==> config.mk <==
export PLATFORM = sky130hd
export DESIGN_NAME = mtr_task_timer
export DESIGN_NICKNAME = d
export VERILOG_FILES = /design/src/include/mtr_pkg.sv /design/src/hw/mtr_task_timer.sv /design/src/hw/mtr_bit_divider.sv
export VERILOG_INCLUDE_DIRS = /design/src /design/src/include
export SDC_FILE = /design/constraint.sdc
export NUM_CORES = 1
export LEC_CHECK = 0
export BUFFER_PORTS_ARGS = -buffer_cell sky130_fd_sc_hd__buf_4
export CORE_ASPECT_RATIO = 0.7
export CORE_MARGIN = 4
export CORE_UTILIZATION = 30
export CTS_CLUSTER_DIAMETER = 50
export DETAILED_ROUTE_END_ITERATION = 12
export GPL_ROUTABILITY_DRIVEN = 1
export PLACE_DENSITY = 0.56
export SETUP_SLACK_MARGIN = 0.4
export SLEW_MARGIN = 20
export SYNTH_ARGS = -nofsm -noshare
export SYNTH_HDL_FRONTEND = slang
export SYNTH_SLANG_ARGS = --single-unit
==> constraint.sdc <==
create_clock -name sys_clk -period 3.1 [get_ports sys_clk]
set_input_delay 0 -clock sys_clk [delete_from_list [all_inputs] [get_ports sys_clk]]
set_output_delay 0 -clock sys_clk [all_outputs]
set_load 0.005 [all_outputs]
==> src/include/mtr_consts.svh <==
// Purpose: Offsets, field positions, reset values and bit-time counts
// Assumes: Included by the task timing block and its bit divider
// Notes:   Bit-time counts are in bit strobes, not clock cycles; MTR_BASE_DIV is in clock cycles
`ifndef MTR_CONSTS_SVH
`define MTR_CONSTS_SVH

// ****************************************
// Register offsets (byte addresses)
// ****************************************
`define MTR_OFS_CONFIG    4'h0
`define MTR_OFS_COMMAND   4'h4
`define MTR_OFS_MODE      4'h8
`define MTR_OFS_STATUS    4'hC

// ****************************************
// Field positions and reset values
// ****************************************
`define MTR_CFG_RESET     8'h00
`define MTR_MODE_TX_BIT   1
`define MTR_MODE_PS_BIT   0
`define MTR_MODE_RESET    2'h1
`define MTR_CMD_ACQ_BIT   4
`define MTR_LVL_HOLD      2'h0

// ****************************************
// Task codes (command bits 3:0)
// ****************************************
`define MTR_TASK_NULL     4'h0
`define MTR_TASK_T_HEAD   4'h1
`define MTR_TASK_T_FOUR   4'h2
`define MTR_TASK_T_BLOCK  4'h3
`define MTR_TASK_T_ONE    4'h4
`define MTR_TASK_T_SCRAM  4'h5
`define MTR_TASK_R_SEEK   4'h6
`define MTR_TASK_R_HEAD   4'h7
`define MTR_TASK_R_BLOCK  4'h8
`define MTR_TASK_R_ONE    4'h9
`define MTR_TASK_RESET    4'hF

// ****************************************
// Bit-time counts
// ****************************************
`define MTR_SETTLE_BITS   2'h2
`define MTR_FILTER_BITS   2
`define MTR_LEAD_BITS     8'h01
`define MTR_FREE_T_HEAD   8'h24
`define MTR_FREE_T_FOUR   8'h18
`define MTR_FREE_T_BLOCK  8'h14
`define MTR_FREE_T_ONE    8'h01
`define MTR_LEN_HEAD      8'h38
`define MTR_LEN_FOUR      8'h20
`define MTR_LEN_BLOCK     8'hF0
`define MTR_LEN_ONE       8'h08
`define MTR_LEN_R_HEAD    8'h18
`define MTR_ACQ_BITS      8'h10
`define MTR_BASE_DIV      128

`endif

==> src/include/mtr_pkg.sv <==
// Purpose: Types shared by the task timing block
// Assumes: Constants come from mtr_consts.svh
// Notes:   Field order of mtr_cfg_s matches the config register bits
package mtr_pkg;

  typedef enum logic [1:0] {
    ST_IDLE,
    ST_LEAD,
    ST_RUN,
    ST_SCRAM
  } mtr_state_e;

  typedef struct packed {
    logic [1:0] clockDivideSelect;
    logic       xtalRangeSelect;
    logic       rateFilterSelect;
    logic [1:0] levelResponseSelect;
    logic [1:0] spare;
  } mtr_cfg_s;

  typedef struct packed {
    logic [1:0] levelResponse;
    logic       levelAcquire;
    logic       rateFilter;
  } mtr_rx_ctl_s;

endpackage : mtr_pkg

==> src/hw/mtr_task_timer.sv <==
// Purpose: Task sequencing, settling pauses and rate/level configuration
// Assumes: Avalon-MM slave on sys_clk, 25 MHz; one access at a time
// Notes:   Counts run on bit strobes; the rules follow
`timescale 1ns/1ps
`include "mtr_consts.svh"

module mtr_task_timer (
  input  wire logic        sys_clk,         // 25 MHz clock
  input  wire logic        rst_n,           // Synchronous reset, active low
  input  wire logic [3:0]  avs_address,     // Byte address
  input  wire logic        avs_read,        // Read request
  input  wire logic        avs_write,       // Write request
  input  wire logic [31:0] avs_writedata,   // Write data
  input  wire logic [3:0]  avs_byteenable,  // Byte enables
  output logic [31:0]      avs_readdata,    // Read data
  output logic             avs_waitrequest, // Low for the accepting cycle
  output logic             bitStrobe,       // Bit-time strobe
  output logic             bufferFreeFlag,  // Data buffer free
  output logic             filterInActive,  // Bits entering the filter/de-interleaver
  output logic             filterOutActive, // Same, after the filter delay
  output mtr_pkg::mtr_rx_ctl_s rxCtl        // Level and filter controls
);

  // ****************************************
  // Bus slave
  // ****************************************
  logic       waitReq_r;
  logic       acc;
  logic       wrCfg;
  logic       wrCmd;
  logic       wrMode;
  logic       cmdOk;
  logic [3:0] cmdTask;

  assign avs_waitrequest = waitReq_r;
  assign acc     = (avs_read || avs_write) && !waitReq_r;
  assign wrCfg   = acc && avs_write && avs_byteenable[0] && avs_address == `MTR_OFS_CONFIG;
  assign wrCmd   = acc && avs_write && avs_byteenable[0] && avs_address == `MTR_OFS_COMMAND;
  assign wrMode  = acc && avs_write && avs_byteenable[0] && avs_address == `MTR_OFS_MODE;
  assign cmdTask = avs_writedata[3:0];

  // One wait cycle, then a single accepting cycle
  always_ff @(posedge sys_clk) begin
    if (!rst_n) begin
      waitReq_r <= 1'b1;
    end else begin
      waitReq_r <= !((avs_read || avs_write) && waitReq_r);
    end
  end

  // ****************************************
  // Registers
  // ****************************************
  mtr_pkg::mtr_cfg_s cfg_r;
  logic              txMode_r;
  logic              psave_r;
  logic [1:0]        settleCnt_r;
  logic              settling;
  assign settling = settleCnt_r != 2'h0;
  // Config is write-only; accepted even while settling
  always_ff @(posedge sys_clk) begin
    if (!rst_n) begin
      cfg_r <= `MTR_CFG_RESET;
    end else if (wrCfg) begin
      cfg_r <= avs_writedata[7:0];
    end
  end

  always_ff @(posedge sys_clk) begin
    if (!rst_n) begin
      {txMode_r, psave_r} <= `MTR_MODE_RESET;
    end else if (wrMode) begin
      txMode_r <= avs_writedata[`MTR_MODE_TX_BIT];
      psave_r  <= avs_writedata[`MTR_MODE_PS_BIT];
    end
  end

  // Restart pause on powersave exit or direction change
  logic modeKick;
  assign modeKick = wrMode && ((txMode_r != avs_writedata[`MTR_MODE_TX_BIT])
                    || (psave_r && !avs_writedata[`MTR_MODE_PS_BIT]));

  always_ff @(posedge sys_clk) begin
    if (!rst_n) begin
      settleCnt_r <= `MTR_SETTLE_BITS;
    end else if (modeKick) begin
      settleCnt_r <= `MTR_SETTLE_BITS;
    end else if (settling && bitStrobe) begin
      settleCnt_r <= settleCnt_r - 2'h1;
    end
  end

  // Task writes during the pause, in powersave or of the wrong direction are dropped
  function automatic logic isTx(input logic [3:0] t);
    isTx = t >= `MTR_TASK_T_HEAD && t <= `MTR_TASK_T_SCRAM;
  endfunction : isTx
  function automatic logic isRx(input logic [3:0] t);
    isRx = t >= `MTR_TASK_R_SEEK && t <= `MTR_TASK_R_ONE;
  endfunction : isRx
  assign cmdOk = wrCmd && !settling && !psave_r;

  // ****************************************
  // Bit strobe
  // ****************************************
  mtr_bit_divider #(
    .BASE_DIV (`MTR_BASE_DIV),
    .CNT_W    (11)
  ) u_div (
    .sys_clk   (sys_clk),
    .rst_n     (rst_n),
    .divSel    (cfg_r.clockDivideSelect),
    .xtalRange (cfg_r.xtalRangeSelect),
    .bitTick   (bitStrobe)
  );

  // ****************************************
  // Task timing tables
  // ****************************************
  function automatic logic [7:0] taskLen(input logic [3:0] t);
    case (t)
      `MTR_TASK_T_HEAD:  taskLen = `MTR_LEN_HEAD;
      `MTR_TASK_T_FOUR:  taskLen = `MTR_LEN_FOUR;
      `MTR_TASK_T_BLOCK: taskLen = `MTR_LEN_BLOCK;
      `MTR_TASK_R_SEEK:  taskLen = `MTR_LEN_HEAD;
      `MTR_TASK_R_HEAD:  taskLen = `MTR_LEN_R_HEAD;
      `MTR_TASK_R_BLOCK: taskLen = `MTR_LEN_BLOCK;
      default:           taskLen = `MTR_LEN_ONE;
    endcase
  endfunction : taskLen
  function automatic logic [7:0] freeAt(input logic [3:0] t);
    case (t)
      `MTR_TASK_T_HEAD:  freeAt = `MTR_FREE_T_HEAD;
      `MTR_TASK_T_FOUR:  freeAt = `MTR_FREE_T_FOUR;
      `MTR_TASK_T_BLOCK: freeAt = `MTR_FREE_T_BLOCK;
      default:           freeAt = `MTR_FREE_T_ONE;
    endcase
  endfunction : freeAt

  // ****************************************
  // Task sequencer
  // ****************************************
  mtr_pkg::mtr_state_e state_r;
  logic [3:0]          curTask_r;
  logic [3:0]          pendTask_r;
  logic                pend_r;
  logic [7:0]          bitCnt_r;
  logic                rxFreeDly_r;
  logic                abortAll;
  logic                newTask;
  logic                lastBit;

  assign abortAll = modeKick || (cmdOk && cmdTask == `MTR_TASK_RESET);
  assign newTask  = cmdOk && (txMode_r ? isTx(cmdTask) : isRx(cmdTask));
  assign lastBit  = state_r == mtr_pkg::ST_RUN && bitStrobe
                    && bitCnt_r + 8'h01 == taskLen(curTask_r);
  // One task may wait; one caught on the last strobe starts from idle
  always_ff @(posedge sys_clk) begin
    if (!rst_n || abortAll) begin
      pend_r     <= 1'b0;
      pendTask_r <= `MTR_TASK_NULL;
    end else if (newTask && state_r != mtr_pkg::ST_IDLE) begin
      pend_r     <= 1'b1;
      pendTask_r <= cmdTask;
    end else if (state_r == mtr_pkg::ST_IDLE
                 || (bitStrobe && (lastBit || state_r == mtr_pkg::ST_SCRAM))) begin
      pend_r     <= 1'b0;
    end
  end

  always_ff @(posedge sys_clk) begin
    if (!rst_n || abortAll) begin
      state_r   <= mtr_pkg::ST_IDLE;
      curTask_r <= `MTR_TASK_NULL;
      bitCnt_r  <= 8'h00;
    end else begin
      case (state_r)
        mtr_pkg::ST_IDLE: begin
          if (newTask || pend_r) begin
            state_r   <= mtr_pkg::ST_LEAD;
            curTask_r <= newTask ? cmdTask : pendTask_r;
            bitCnt_r  <= 8'h00;
          end
        end
        mtr_pkg::ST_LEAD: begin
          if (bitStrobe) begin
            bitCnt_r <= bitCnt_r + 8'h01;
            if (bitCnt_r + 8'h01 == `MTR_LEAD_BITS) begin
              bitCnt_r <= 8'h00;
              state_r  <= curTask_r == `MTR_TASK_T_SCRAM ? mtr_pkg::ST_SCRAM
                                                           : mtr_pkg::ST_RUN;
            end
          end
        end
        mtr_pkg::ST_RUN: begin
          if (bitStrobe) begin
            bitCnt_r <= bitCnt_r + 8'h01;
            if (lastBit) begin
              bitCnt_r <= 8'h00;
              if (pend_r) begin
                curTask_r <= pendTask_r;
                state_r   <= pendTask_r == `MTR_TASK_T_SCRAM ? mtr_pkg::ST_SCRAM
                                                               : mtr_pkg::ST_RUN;
              end else begin
                state_r   <= mtr_pkg::ST_IDLE;
              end
            end
          end
        end
        mtr_pkg::ST_SCRAM: begin
          // Scrambler output runs until the next task takes over
          if (bitStrobe && pend_r) begin
            curTask_r <= pendTask_r;
            bitCnt_r  <= 8'h00;
            state_r   <= mtr_pkg::ST_RUN;
          end
        end
        default: state_r <= mtr_pkg::ST_IDLE;
      endcase
    end
  end

  // ****************************************
  // Buffer-free flag
  // ****************************************
  logic txFreeSet;
  logic freeClr;
  assign txFreeSet = txMode_r && state_r == mtr_pkg::ST_RUN && bitStrobe
                     && bitCnt_r + 8'h01 == freeAt(curTask_r);
  assign freeClr   = newTask && cmdTask != `MTR_TASK_T_SCRAM;

  always_ff @(posedge sys_clk) begin
    if (!rst_n || abortAll) begin
      rxFreeDly_r <= 1'b0;
    end else if (lastBit && !txMode_r) begin
      rxFreeDly_r <= 1'b1;
    end else if (bitStrobe) begin
      rxFreeDly_r <= 1'b0;
    end
  end

  // Hardware set wins over a clearing write in the same cycle
  always_ff @(posedge sys_clk) begin
    if (!rst_n || abortAll) begin
      bufferFreeFlag <= 1'b1;
    end else if (txFreeSet || (rxFreeDly_r && bitStrobe)) begin
      bufferFreeFlag <= 1'b1;
    end else if (freeClr) begin
      bufferFreeFlag <= 1'b0;
    end
  end

  // ****************************************
  // Filter latency
  // ****************************************
  logic [`MTR_FILTER_BITS-2:0] lpfPipe_r;

  always_ff @(posedge sys_clk) begin
    if (!rst_n) begin
      filterInActive <= 1'b0;
    end else begin
      filterInActive <= state_r == mtr_pkg::ST_RUN || state_r == mtr_pkg::ST_SCRAM;
    end
  end

  // Shifted on bit strobes so the delay tracks the bit rate
  always_ff @(posedge sys_clk) begin
    if (!rst_n) begin
      lpfPipe_r       <= '0;
      filterOutActive <= 1'b0;
    end else if (bitStrobe) begin
      lpfPipe_r       <= (`MTR_FILTER_BITS-1)'({lpfPipe_r, filterInActive});
      filterOutActive <= lpfPipe_r[`MTR_FILTER_BITS-2];
    end
  end

  // ****************************************
  // Receive level controls
  // ****************************************
  logic [7:0] acqCnt_r;

  always_ff @(posedge sys_clk) begin
    if (!rst_n || abortAll) begin
      acqCnt_r <= 8'h00;
    end else if (cmdOk && avs_writedata[`MTR_CMD_ACQ_BIT] && !txMode_r) begin
      acqCnt_r <= `MTR_ACQ_BITS;
    end else if (bitStrobe && acqCnt_r != 8'h00) begin
      acqCnt_r <= acqCnt_r - 8'h01;
    end
  end

  always_ff @(posedge sys_clk) begin
    if (!rst_n) begin
      rxCtl <= '0;
    end else begin
      rxCtl.rateFilter    <= cfg_r.rateFilterSelect;
      rxCtl.levelAcquire  <= acqCnt_r != 8'h00;
      rxCtl.levelResponse <= txMode_r ? `MTR_LVL_HOLD : cfg_r.levelResponseSelect;
    end
  end

  // ****************************************
  // Read data
  // ****************************************
  always_ff @(posedge sys_clk) begin
    if (!rst_n) begin
      avs_readdata <= 32'h0000_0000;
    end else if (avs_read && waitReq_r) begin // Stands by the accepting edge
      case (avs_address)
        `MTR_OFS_MODE:   avs_readdata <= {30'h0, txMode_r, psave_r};
        `MTR_OFS_STATUS: avs_readdata <= {24'h0, pend_r, settling, state_r,
                                          curTask_r};
        default:         avs_readdata <= 32'h0000_0000; // Config is write-only
      endcase
    end
  end
endmodule : mtr_task_timer

==> src/hw/mtr_bit_divider.sv <==
// Purpose: Bit-time strobe from the crystal clock by a selectable ratio
// Assumes: Select inputs come from registers on the same clock
// Notes:   Ratio is BASE_DIV << (divSel + range)
`timescale 1ns/1ps
`include "mtr_consts.svh"

module mtr_bit_divider #(
  parameter int BASE_DIV = `MTR_BASE_DIV,
  parameter int CNT_W    = 11
) (
  input  wire logic       sys_clk,   // Crystal clock
  input  wire logic       rst_n,     // Synchronous reset, active low
  input  wire logic [1:0] divSel,    // Divide ratio select
  input  wire logic       xtalRange, // High doubles the ratio
  output logic            bitTick    // One-clock strobe per bit time
);

  generate
    if (BASE_DIV < 2 || BASE_DIV * 16 > (1 << CNT_W)) begin : g_chk
      $error("mtr_bit_divider: BASE_DIV does not fit CNT_W");
    end
  endgenerate

  logic [CNT_W-1:0] divCnt_r;
  logic [CNT_W-1:0] divLast;
  logic [2:0]       shift;

  always_comb begin
    shift   = {1'b0, divSel} + {2'b00, xtalRange};
    divLast = CNT_W'((BASE_DIV << shift) - 1);
  end

  // Ratio change restarts cleanly since a count at or above divLast wraps to zero at once
  always_ff @(posedge sys_clk) begin
    if (!rst_n) begin
      divCnt_r <= '0;
      bitTick  <= 1'b0;
    end else if (divCnt_r >= divLast) begin
      divCnt_r <= '0;
      bitTick  <= 1'b1;
    end else begin
      divCnt_r <= divCnt_r + 1'b1;
      bitTick  <= 1'b0;
    end
  end

endmodule : mtr_bit_divider

==> results of run 1 <==
logic make-up after synthesis:
| logic type | Yosys count |
|---|---|
| buffers and inverters | 73 |
| muxes | 19 |
| adders and majority gates | 20 |
| xor gates and xnor gates | 24 |
| and+or+nand+nor | 185 |
| other | 1 |
| AOI/OAI and AO/OA | 91 |
| DFF | 67 |
layer usage:
metal  part of all wire, %  wire length (um)  vias to the layer above
met3                   7.0               643                       13
met2                    42              3820                      112
met5                     0                 0                        -
met1                    50              4600                     1551
met4                   1.5               137                        0
li1                      -                 -                     1707
area by class of cell:
type                       instances  share of cell area, %
sequential                        67                   28.0
timing repair buffer              50                   8.27
tap                              185                   4.81
inverter                          22                   1.72
multi-input combinational        363                   50.3
clock buffer                       9                   4.68
clock inverter                     7                   2.24
registers in the layout, summed over array words and instances (netlist names):
signal	count
pend_r	1
state_r	2
cfg_r	6
rxCtl	4
rxFreeDly_r	1
acqCnt_r	8
u_div.divCnt_r	11
bufferFreeFlag	1
avs_readdata	8
bitCnt_r	8
txMode_r	1
pendTask_r	4
u_div.bitTick	1
psave_r	1
lpfPipe_r	1
avs_waitrequest	1
filterInActive	1
curTask_r	4
filterOutActive	1
settleCnt_r	2
synth_stat cells, types with 4 or more instances:
cell / number / area, um^2
sky130_fd_sc_hd__nor3_1: 19 / 95.1
sky130_fd_sc_hd__buf_2: 8 / 40.0
sky130_fd_sc_hd__ha_1: 20 / 250
sky130_fd_sc_hd__a22oi_1: 8 / 60.1
sky130_fd_sc_hd__nor2b_1: 20 / 125
sky130_fd_sc_hd__buf_4: 28 / 210
sky130_fd_sc_hd__a21oi_1: 23 / 115
sky130_fd_sc_hd__and2_1: 8 / 50.1
sky130_fd_sc_hd__a311oi_1: 5 / 43.8
sky130_fd_sc_hd__inv_1: 22 / 82.6
sky130_fd_sc_hd__nand2_1: 29 / 109
sky130_fd_sc_hd__a31oi_1: 4 / 25.0
sky130_fd_sc_hd__nand3_1: 17 / 85.1
sky130_fd_sc_hd__dfxtp_1: 67 / 1340
sky130_fd_sc_hd__o21ai_0: 15 / 75.1
sky130_fd_sc_hd__clkbuf_1: 11 / 41.3
sky130_fd_sc_hd__xnor2_1: 13 / 114
sky130_fd_sc_hd__mux2i_1: 19 / 190
sky130_fd_sc_hd__nor2_1: 46 / 173
sky130_fd_sc_hd__nor4_1: 7 / 43.8
sky130_fd_sc_hd__or3_1: 4 / 25.0
sky130_fd_sc_hd__xor2_1: 11 / 96.3
sky130_fd_sc_hd__and3_1: 5 / 31.3
sky130_fd_sc_hd__nand4_1: 5 / 31.3
per-stage QoR:
stage	setup WS, ps	utilization (%)
after floorplan	781	-
after global placement	454	33.0
after detailed placement	389	33.0
final	527	36.5
after CTS	429	36.2
after global routing	404	36.5
timing repair:
item / in CTS / in global routing
endpoints found under the setup margin: 11 / 24
hold buffers: 9 / 0
gates resized for setup: 2 / 12
endpoints found under the hold margin: 9 / 0
worst max-delay path: stages, from the launching register on:
cell	delay (ps)
sky130_fd_sc_hd__dfxtp_1	330
sky130_fd_sc_hd__ha_2	270
sky130_fd_sc_hd__inv_1	110
sky130_fd_sc_hd__or4_1	510
sky130_fd_sc_hd__a21oi_1	190
sky130_fd_sc_hd__a211oi_2	90
sky130_fd_sc_hd__or4_1	650
sky130_fd_sc_hd__o211ai_1	220
sky130_fd_sc_hd__a21oi_1	90
path summary, 6_finish.rpt:
check | from | to | cells past startpoint
setup / recovery | bitCnt_r[0]$_SDFFE_PP0P_ | bitCnt_r[3]$_SDFFE_PP0P_ | 8
setup reg to reg | bitCnt_r[0]$_SDFFE_PP0P_ | bitCnt_r[3]$_SDFFE_PP0P_ | 8
hold reg to reg | u_div.divCnt_r[0]$_SDFF_PP0_ | u_div.divCnt_r[0]$_SDFF_PP0_ | 1
hold / removal | rst_n | psave_r$_SDFFE_PN1P_ | 2
power by group through the flow:
stage / Combinational (uW) / Sequential (uW) / Clock [uW]
floorplan: 458 / 937 / 0
global placement: 467 / 997 / 0
detailed placement: 468 / 999 / 0
CTS: 481 / 982 / 1150
global route: 548 / 1000 / 1200
finish: 493 / 987 / 1130
==> summary.txt, run 1 <==
CTS
  • Clock Sink Count: 67
  • Root buffer cell: sky130_fd_sc_hd__clkbuf_16
  • Clock tree from TritonCTS: done
  • Longest Clk Path Bufs: 2
  • H-tree levels: 3
  • TritonCTS buffer count: 9
  • Clock latency on the worst-skew pair: 340 ps
  • Clock slew at reported path FFs: ~60 ps
  • Setup Buffers After CTS: 0

Layout
  • Non-filler instance count after layout: between 700 and 800
  • Sequential cell area in the final layout: 1350 um^2
  • Area growth syn-to-layout: 19.0%
  • Layout Nets: a little under 600
  • Filler cells: around 1300
  • Area used by multi-input combinational logic: between 2000 and 2500 um^2
  • Most common library cell in the layout ignoring fill and taps: sky130_fd_sc_hd__dfxtp_1
  • Most frequent cells in the layout: 62 x sky130_fd_sc_hd__dfxtp_1, 46 x sky130_fd_sc_hd__nor2_1, 41 x sky130_fd_sc_hd__buf_4
  • Summed area of non-filler cells in the final layout: 4810 um^2
  • Number of antenna cells inserted: 0
  • Share of cells above drive strength 1: between 10% and 20%

Synth
  • Post-Syn Area per Cell: roughly 8.4 um^2
  • Compound-Gate Fraction of Synth Area: about 16%
  • Count of flip-flops with a built-in enable after synthesis: 0
  • Commonest register cell after synthesis: sky130_fd_sc_hd__dfxtp_1
  • Flops & latches, synth: 67
  • Syn. warnings: 0
  • Sequential element share of the synthesized area: 33.2%
  • Unique masters post-synth: 67
  • Cell area after technology mapping: roughly 4000 um^2
  • Instance count of the mapped netlist: 480
  • XOR/XNOR share of the synthesized area: around 5.2%
  • Adder-cell share of the synthesized area: about 6.2%
  • Fraction of synthesis flops using an asynchronous set or reset pin: 0%
  • Multiplexer area fraction after synthesis: under 10%
  • Combinational family with the most area after synthesis: simple AND/OR/NAND/NOR gates
  • Area share of and/or/nand/nor cells after synthesis: about 25%

Place
  • Number of I/O port buffers: 33
  • Post-Place Cell Area: between 4000 and 5000 um^2
  • Final GP Congestion: roughly 0.85
  • Number of instances in the placed design: 678
  • Half-perimeter wire length after placement: roughly 7000 um

Power and ir drop
  • Internal power component: approximately 1800 uW
  • Leakage power: ~0.0019 uW
  • Total power density per cell area: approximately 540 nW/um^2
  • Max rail drop VDD: between 0.2 and 0.25 mV
  • Post-layout total power: approximately 2600 uW
  • Fraction of power spent switching nets: between 20% and 30%
  • Share of total power in the clock network: between 40 and 50%
  • Switch Pwr: about 800 uW
  • Comb pwr share: a little under a fifth
  • Fraction of power consumed by sequential logic: between 30% and 40%

Critical path
  • Reg-to-reg slack, setup: 530 ps
  • CP required: ~3300 ps
  • Data arrival time of the critical path: 2770 ps
  • Worst Path Max Fanout: 8
  • Startpoint kind of the worst setup timing path: flop
  • Nature of the critical path endpoint: flop
  • Worst setup path class: reg2reg

Global route
  • Global-route wire length before repair: around 15000 um
  • Residual overflow from global routing: 0
  • Global-route track usage on met3: under 10%
  • Grt peak-use layer: met1
  • Met1 GRT Util: roughly 18%
  • Number of antenna violations at the first check in global routing: 0
  • Via count of the first global-routing pass: between 3000 and 4000
  • Maximum number of pins on one net before global-route repair: 29
  • Total global routing track utilization: about an eighth
  • Met2 layer usage reported by global route: 16.7%

Routing
  • Residual antenna-violating net count after detailed routing: 0
  • Via count of the routed design: about 3400
  • Total routed wirelength: between 9000 and 10000 um
  • Post-DR vias/cell: 4.81
  • Wire length per cell after detailed routing: between 10 and 15 um
  • Drt first pass iters: 4
  • Drc violations: 0
  • Starting DRC count in detailed routing: between 200 and 250

Floorplanning
  • Initial core utilization: a little under a third
  • Number of core rows: 35
  • Die area: around 15000 um^2
  • Area of the core region: 13200 um^2
  • Number of top-level pins: 85
  • Height of the chip: 105 um
  • Die W: between 100 and 150 um

Timing
  • Worst Hold Margin: between 10 and 15 ps
  • Final hold viol count: 0
  • Shortest period the worst path allows: about 2600 ps
  • Final count of pins violating max slew: 0
  • Period Utilization, post-route: between 80% and 90%
  • Final setup vio count: 0
  • Total negative slack for setup checks: 0 ps
  • Clock tree skew after final layout: between 10 and 15 ps
  • Setup repair after global routing missed its margin: no
  • Max-slew headroom at the worst pin: 57.1%
  • Transition time at the pin with the least slew margin: approximately 640 ps
  • Upper clock frequency limit: 389 MHz

Run status
  • Outcome: finished clean

Min path
  • Hold/Removal Path Class: in2reg

Job
  • Max-capacitance violation count: 0
Power figures use the tool's default switching activity.
==> run 2, diff against run 1 <==
- clock period: 3.1 -> 2.6 ns (I/O delays scaled with it)
==> run 2 against run 1 <==
Effect of this change:
- via count grew 8.3%
- die area stayed put
- first-iteration DRC count is 14% lower
- critical path type unchanged
- largest cell class unchanged
==> summary.txt, run 2 (synthesis results as in run 1) <==
Floorplanning
  • Die area: 15400 um^2 (unchanged)
  • Area of the core region: 13200 um^2 (unchanged)
  • Die W: 147 um (unchanged)
  • Height of the chip: 105 um (unchanged)
  • Initial core utilization: 30.7% (unchanged)
  • Number of top-level pins: 85 (unchanged)
  • Number of core rows: 35 (unchanged)

Routing
  • Via count of the routed design: 3663 (+8.3%)
  • Post-DR vias/cell: 4.88 (+1.4%)
  • Residual antenna-violating net count after detailed routing: 0 (unchanged)
  • Drt first pass iters: 5 (+1)
  • Starting DRC count in detailed routing: 194 (-14%)
  • Total routed wirelength: 10700 um (+16%)
  • Drc violations: 0 (unchanged)
  • Wire length per cell after detailed routing: 14.2 um (+8.7%)

CTS
  • Longest Clk Path Bufs: 2 (unchanged)
  • Clock tree from TritonCTS: done
  • Clock slew at reported path FFs: 60 ps (about the same)
  • TritonCTS buffer count: 9 (unchanged)
  • Clock Sink Count: 67 (unchanged)
  • Root buffer cell: sky130_fd_sc_hd__clkbuf_16
  • H-tree levels: 3 (unchanged)
  • Clock latency on the worst-skew pair: 330 ps (about the same)

Layout
  • Most common library cell in the layout ignoring fill and taps: sky130_fd_sc_hd__buf_4
  • Most frequent cells in the layout: 80 x sky130_fd_sc_hd__buf_4, 51 x sky130_fd_sc_hd__dfxtp_1, 37 x sky130_fd_sc_hd__nor2_1
  • Number of antenna cells inserted: 0 (unchanged)
  • Flip-flop count of the largest register after layout: 11 (unchanged)
  • Core Util, Final: 42.5% (+6.0 points)
  • Share of cells above drive strength 1: 35.3% (+18 points)
  • Register bank with the most flops: u_div.divCnt_r
  • Layout Nets: 625 (+8.3%)
  • Summed area of non-filler cells in the final layout: 5600 um^2 (+16%)
  • Area growth syn-to-layout: 38.4%

Run status
  • Outcome: finished clean

Power and ir drop
  • Total power density per cell area: 626 nW/um^2 (+15%)
  • Leakage power: 0.00219 uW (+18%)
  • Max rail drop VDD: 0.389 mV (+58%)

Timing
  • Upper clock frequency limit: 419 MHz (+7.8%)
  • Transition time at the pin with the least slew margin: 595 ps (-47.2 ps)
  • Final count of pins violating max slew: 0 (unchanged)
  • Final hold viol count: 0 (unchanged)
  • Total negative slack for setup checks: 0 ps (unchanged)
  • Period Utilization, post-route: 91.8% (+8.8 points)
  • Shortest period the worst path allows: 2390 ps (-187 ps)
  • Final setup vio count: 0 (unchanged)
  • Clock tree skew after final layout: 6.88 ps (-3.99 ps)
  • Setup repair after global routing missed its margin: yes
  • Max-slew headroom at the worst pin: 59.9% (+2.8 points)

Critical path
  • Worst setup path class: reg2reg
  • CP required: 2820 ps (-480 ps)
  • Data arrival time of the critical path: 2610 ps (-160 ps)
  • Nature of the critical path endpoint: flop
  • Worst Path Max Fanout: 7 (-1)
  • Startpoint kind of the worst setup timing path: flop

Global route
  • Via count of the first global-routing pass: 3457 (+12%)
  • Maximum number of pins on one net before global-route repair: 30 (+3.4%)
  • Global-route wire length before repair: 17100 um (+11%)
  • Residual overflow from global routing: 0 (unchanged)
  • Number of antenna violations at the first check in global routing: 0 (unchanged)
  • Total global routing track utilization: 13.6% (+1.4 points)

Place
  • Final GP Congestion: 0.898 (+5.2%)
  • Half-perimeter wire length after placement: 7430 um (+7.2%)
  • Number of I/O port buffers: 33 (unchanged)
  • Post-Place Cell Area: 4540 um^2 (+4.5%)

Job
  • Max-capacitance violation count: 0 (unchanged)

Min path
  • Hold/Removal Path Class: in2reg
run 2: cell count changes in the layout (fill, tap and decap cells not counted), sizes merged:
cell / change
buf: +48
bufinv: +1
clkbuf: +1
clkinv: +2
clkinvlp: -1
dlygate4sd3: -1
inv: -3
nand2: +1
run 2: per-layer routing:
layer  global-route usage [%]  routed length [um]  up-vias
met3                     3.64                 671       12
li1                         -                   -     1816
met5                        0                   0        -
met4                     4.83                 175        0
met2                     20.1                4660       96
met1                     19.0                5180     1739
run 2: cell type report:
type                    instances  area [um^2]
multi-input cells             364         2760
fillers                      1255         7580
clock buffers                  10          239
flip-flops and latches         67         1380
clock inverters                 6          113
repair buffers                 97          791
inverters                      22         85.1
well taps                     185          231
run 2: metrics by stage:
stage                     instances  hold WS, ps  setup slack [ps]  total power, uW
after floorplan                 503          116               379             1660
after global placement          702          222              96.1             1840
after detailed placement        702          225              68.0             1860
after CTS                       737         15.1               283             3440
after global routing            751         42.3               141             3670
final                           751         32.8               214             3500
run 2: power by group:
group	total (uW)	switching, uW	internal (uW)
clock network	1430	466	964
registers	1150	70.4	1080
logic	923	491	432
total	3500	1030	2470
run 2: path summary, 6_finish.rpt:
path,startpoint,depth (start not counted),to,slack [ps]
min reg2reg,cfg_r[4]$_SDFFE_PN0P_,1,rxCtl[0]$_SDFF_PN0_,460
min,rst_n,2,psave_r$_SDFFE_PN1P_,30
max,bitCnt_r[0]$_SDFFE_PP0P_,10,state_r[1]$_SDFFE_PP0P_,210
max reg2reg,bitCnt_r[0]$_SDFFE_PP0P_,10,state_r[1]$_SDFFE_PP0P_,210
run 2: repair_timing:
action,in CTS,in global routing
pin swaps,22,28
setup buffers,10,14
setup endpoints to repair,29,33
hold endpoints to repair,7,0
gates cloned,1,0
hold buffers,8,0
gates resized for setup,65,42
run 2: critical path, cell delays in order, from the launching register on:
cell,delay (ps)
sky130_fd_sc_hd__dfxtp_2,360
sky130_fd_sc_hd__buf_6,140
sky130_fd_sc_hd__nand2_4,50
sky130_fd_sc_hd__or3_4,320
sky130_fd_sc_hd__and2_4,180
sky130_fd_sc_hd__a2111oi_4,450
sky130_fd_sc_hd__o41ai_2,140
sky130_fd_sc_hd__buf_4,150
sky130_fd_sc_hd__buf_6,110
sky130_fd_sc_hd__and2_4,160
sky130_fd_sc_hd__a32o_1,200
==> run 3, diff against run 2 <==
- ABC_AREA: unset -> 1
- CORE_UTILIZATION: 30 -> 55
- PLACE_DENSITY: 0.56 -> 0.87
- clock period: 2.6 -> 2.3 ns (I/O delays scaled with it)
==> run 3 against run 2 <==
Effect of this change:
- the flow now finishes with violations (negative setup slack)
- global-route usage is 11 points higher
- synthesized cell count increased by 19%
- fmax is 3.5% lower
- setup slack lost 390 ps
- first-iteration DRC count up 100%
- cell count shrank 2.0%
- power is 29% lower
- largest power group is now registers
- clock power shrank 21%
- largest cell class unchanged
- clock skew rose by 2.3 ps
- critical path type unchanged
==> summary.txt, run 3 <==
Layout
  • Number of antenna cells inserted: 0 (unchanged)
  • Summed area of non-filler cells in the final layout: 4980 um^2 (-11%)
  • Share of cells above drive strength 1: 25.7% (-9.6 points)
  • Flip-flop count of the largest register after layout: 11 (unchanged)
  • Layout Nets: 701 (+12%)
  • Filler cells: 487 (-61%)
  • Most common library cell in the layout ignoring fill and taps: sky130_fd_sc_hd__nand2_1
  • Register bank with the most flops: u_div.divCnt_r
  • Most frequent cells in the layout: 93 x sky130_fd_sc_hd__nand2_1, 67 x sky130_fd_sc_hd__nor2_1, 63 x sky130_fd_sc_hd__inv_1
  • Area growth syn-to-layout: 24.5%
  • Core Util, Final: 72.1% (+30 points)

Critical path
  • Reg2Reg Depth: 12 (+2)
  • Worst Path Max Fanout: 5 (-2)
  • Nature of the critical path endpoint: flop
  • End of the worst register-to-register path: u_div.divCnt_r[10]$_SDFF_PP0_
  • Launch point of the critical path: cfg_r[6]$_SDFFE_PN0P_
  • CP required: 2580 ps (-240 ps)
  • Cell type group with the largest total delay on the critical path: adder cells
  • Startpoint kind of the worst setup timing path: flop
  • Data arrival time of the critical path: 2750 ps (+140 ps)
  • Worst path max stage delay: 360 ps (-90 ps)
  • Reg-to-reg slack, setup: -170 ps (-390 ps)
  • Critical R2R Launch: cfg_r[6]$_SDFFE_PN0P_
  • Most frequent cell on the critical path: sky130_fd_sc_hd__ha_4
  • Number of buffer and inverter stages on the critical path: 3 (unchanged)
  • Slowest-stage cell, CP: sky130_fd_sc_hd__dfxtp_2
  • Worst setup path class: reg2reg
  • Crit path cell chain: ha_4 > inv_4 > ha_4 > nor3b_4 > xor2_1 > ha_1 > nand2_2 > buf_4 > o21a_1 > nand4_1 > buf_6 > nor3b_1

Timing
  • Transition time at the pin with the least slew margin: 528 ps (-66.6 ps)
  • Clock tree skew after final layout: 9.17 ps (+2.29 ps)
  • Upper clock frequency limit: 404 MHz (-3.5%)
  • Worst Setup Slack, final: -173 ps (-387 ps)
  • Final setup vio count: 12 (+12)
  • Final hold viol count: 0 (unchanged)
  • Max-slew headroom at the worst pin: 64.7% (+4.8 points)
  • Setup repair after global routing missed its margin: yes
  • Shortest period the worst path allows: 2470 ps (+87.3 ps)
  • Period Utilization, post-route: 108% (+16 points)
  • Final count of pins violating max slew: 0 (unchanged)
  • Worst Hold Margin: 8.88 ps (-23.9 ps)

Synth
  • Sequential element share of the synthesized area: 33.5% (+0.33 points)
  • Count of flip-flops with a built-in enable after synthesis: 0 (unchanged)
  • Commonest register cell after synthesis: sky130_fd_sc_hd__dfxtp_1
  • Compound-Gate Fraction of Synth Area: 11.7% (-4.0 points)
  • Adder-cell share of the synthesized area: 6.25% (+0.062 points)
  • Most common cell in the synthesized netlist: sky130_fd_sc_hd__nand2_1
  • XOR/XNOR share of the synthesized area: 3.47% (-1.7 points)
  • Instance count of the mapped netlist: 573 (+19%)
  • Area share of and/or/nand/nor cells after synthesis: 31.7% (+6.9 points)
  • Cell area after technology mapping: 4000 um^2 (-0.99%)
  • Syn. warnings: 0 (unchanged)
  • Flops & latches, synth: 67 (unchanged)
  • Share of the synthesized area in the top cell type: 33.5% (+0.33 points)
  • Unique masters post-synth: 42 (-37%)
  • Biggest area contributors in the synthesized netlist: sky130_fd_sc_hd__dfxtp_1 34%, sky130_fd_sc_hd__nand2_1 9.7%, sky130_fd_sc_hd__nor2_1 7.0%, sky130_fd_sc_hd__inv_1 6.7%, sky130_fd_sc_hd__ha_1 6.3%
  • Combinational family with the most area after synthesis: simple AND/OR/NAND/NOR gates
  • Multiplexer area fraction after synthesis: 0% (-4.7 points)
  • Fraction of synthesis flops using an asynchronous set or reset pin: 0% (unchanged)
  • Post-synth top area cell: sky130_fd_sc_hd__dfxtp_1
  • Synth top cells by count: 103 x sky130_fd_sc_hd__nand2_1, 75 x sky130_fd_sc_hd__nor2_1, 71 x sky130_fd_sc_hd__inv_1, 67 x sky130_fd_sc_hd__dfxtp_1, 40 x sky130_fd_sc_hd__o21ai_0
  • Post-Syn Area per Cell: 6.99 um^2 (-17%)

Min path
  • Cell depth of the worst min-delay path: 3 (+1)
  • Hold/Removal Path Class: in2reg
  • Startpoint of the most critical hold path: avs_writedata[0]
  • Hold EP: pendTask_r[0]$_SDFFE_PP0P_

CTS
  • TritonCTS buffer count: 9 (unchanged)
  • Clock tree from TritonCTS: done
  • Longest Clk Path Bufs: 2 (unchanged)
  • Clock latency on the worst-skew pair: 360 ps (+30 ps)
  • Clock slew at reported path FFs: 80 ps (+20 ps)
  • Clock Sink Count: 67 (unchanged)
  • H-tree levels: 3 (unchanged)
  • Root buffer cell: sky130_fd_sc_hd__clkbuf_8

Run status
  • Outcome: complete, but fails checks
  • Violated checks: negative setup slack

Power and ir drop
  • Max rail drop VDD: 0.399 mV (+2.5%)
  • Leakage power: 0.00218 uW (-0.35%)
  • Total power density per cell area: 499 nW/um^2 (-20%)

Global route
  • Global-route wire length before repair: 16700 um (-2.6%)
  • Via count of the first global-routing pass: 3646 (+5.5%)
  • Residual overflow from global routing: 0 (unchanged)
  • Number of antenna violations at the first check in global routing: 0 (unchanged)
  • Total global routing track utilization: 24.7% (+11 points)
  • Maximum number of pins on one net before global-route repair: 26 (-13%)

Place
  • Half-perimeter wire length after placement: 7050 um (-5.1%)
  • Final GP Congestion: 0.903 (+0.53%)
  • Post-Place Cell Area: 4320 um^2 (-4.9%)
  • Number of I/O port buffers: 33 (unchanged)

Routing
  • Via count of the routed design: 4053 (+11%)
  • Drc violations: 0 (unchanged)
  • Drt first pass iters: 5 (unchanged)
  • Total routed wirelength: 11600 um (+8.1%)
  • Wire length per cell after detailed routing: 15.7 um (+10%)
  • Residual antenna-violating net count after detailed routing: 0 (unchanged)
  • Post-DR vias/cell: 5.51 (+13%)
  • Starting DRC count in detailed routing: 396 (+100%)

Floorplanning
  • Die area: 8730 um^2 (-43%)
  • Initial core utilization: 57.9% (+27 points)
  • Die W: 110 um (-25%)
  • Number of core rows: 25 (-29%)
  • Height of the chip: 79.4 um (-24%)
  • Area of the core region: 6910 um^2 (-48%)
  • Number of top-level pins: 85 (unchanged)

Job
  • Max-capacitance violation count: 0 (unchanged)
-- run 3: through the flow --
step | power [uW] | worst slack (ps) | setup TNS, ps | cells
after floorplan | 1310 | 47.6 | 0 | 596
after global routing | 2560 | -280 | -2910 | 736
after detailed placement | 1350 | -99.8 | -943 | 698
after global placement | 1350 | -9.21 | -25.1 | 698
after CTS | 2470 | -75.1 | -704 | 728
final | 2490 | -173 | -1880 | 736
-- run 3: worst max path at each step --
stage               slack, ps                             to  cells after the start
floorplan                  50   u_div.divCnt_r[8]$_SDFF_PP0_                     13
global placement           -9   u_div.divCnt_r[8]$_SDFF_PP0_                     13
detailed placement       -100   u_div.divCnt_r[8]$_SDFF_PP0_                     13
CTS                       -80   u_div.divCnt_r[3]$_SDFF_PP0_                     13
global route             -280   u_div.divCnt_r[2]$_SDFF_PP0_                     12
finish                   -170  u_div.divCnt_r[10]$_SDFF_PP0_                     12
-- run 3: layer usage --
| metal | up-vias | global-route usage, % | wire length, um |
|---|---|---|---|
| li1 | 1926 | - | - |
| met1 | 1840 | 29.7 | 4540 |
| met2 | 240 | 41.7 | 5600 |
| met3 | 47 | 5.50 | 1050 |
| met4 | 0 | 11.3 | 374 |
| met5 | - | 0 | 0 |
-- run 3: area by class of cell --
| cell class | count | area [um^2] | area share [%] |
|---|---|---|---|
| multi-input combinational | 416 | 2460 | 49.4 |
| sequential | 67 | 1370 | 27.4 |
| timing repair buffer | 61 | 498 | 9.99 |
| inverter | 82 | 315 | 6.33 |
| clock buffer | 10 | 138 | 2.76 |
| tap | 94 | 118 | 2.36 |
| clock inverter | 6 | 88.8 | 1.78 |
-- run 3: repair_timing --
action / CTS / global route
endpoints found under the hold margin: 14 / 0
endpoints found under the setup margin: 27 / 40
cloned: 0 / 2
gates resized for setup: 10 / 68
hold buffers: 10 / 0
buffers inserted: 4 / 6
pin swaps: 0 / 33
-- run 3: cells by family (layout without fill, tap and decap cells) --
logic type / Yosys count / in the layout
xor+xnor: 15 / 15
buf+inv: 114 / 159
simple gates: 270 / 271
fa+ha+maj: 20 / 20
other cells: 1 / 24
compound gates: 86 / 86
flops: 67 / 67
-- run 3: worst register-to-register path, stage by stage, from the launching register on --
cell and delay, ps:
sky130_fd_sc_hd__dfxtp_2 360, sky130_fd_sc_hd__ha_4 160, sky130_fd_sc_hd__inv_4 40, sky130_fd_sc_hd__ha_4 260, sky130_fd_sc_hd__nor3b_4 170, sky130_fd_sc_hd__xor2_1 170, sky130_fd_sc_hd__ha_1 280, sky130_fd_sc_hd__nand2_2 90
sky130_fd_sc_hd__buf_4 110, sky130_fd_sc_hd__o21a_1 150, sky130_fd_sc_hd__nand4_1 180, sky130_fd_sc_hd__buf_6 200, sky130_fd_sc_hd__nor3b_1 220
-- run 3: report_power, final --
group          leakage (uW)  switching [uW]  total (uW)  internal [uW]
clock              0.000108             494        1130            639
sequential         0.000549            12.7        1180           1170
combinational       0.00153            97.0         169           72.5
total               0.00218             604        2490           1880
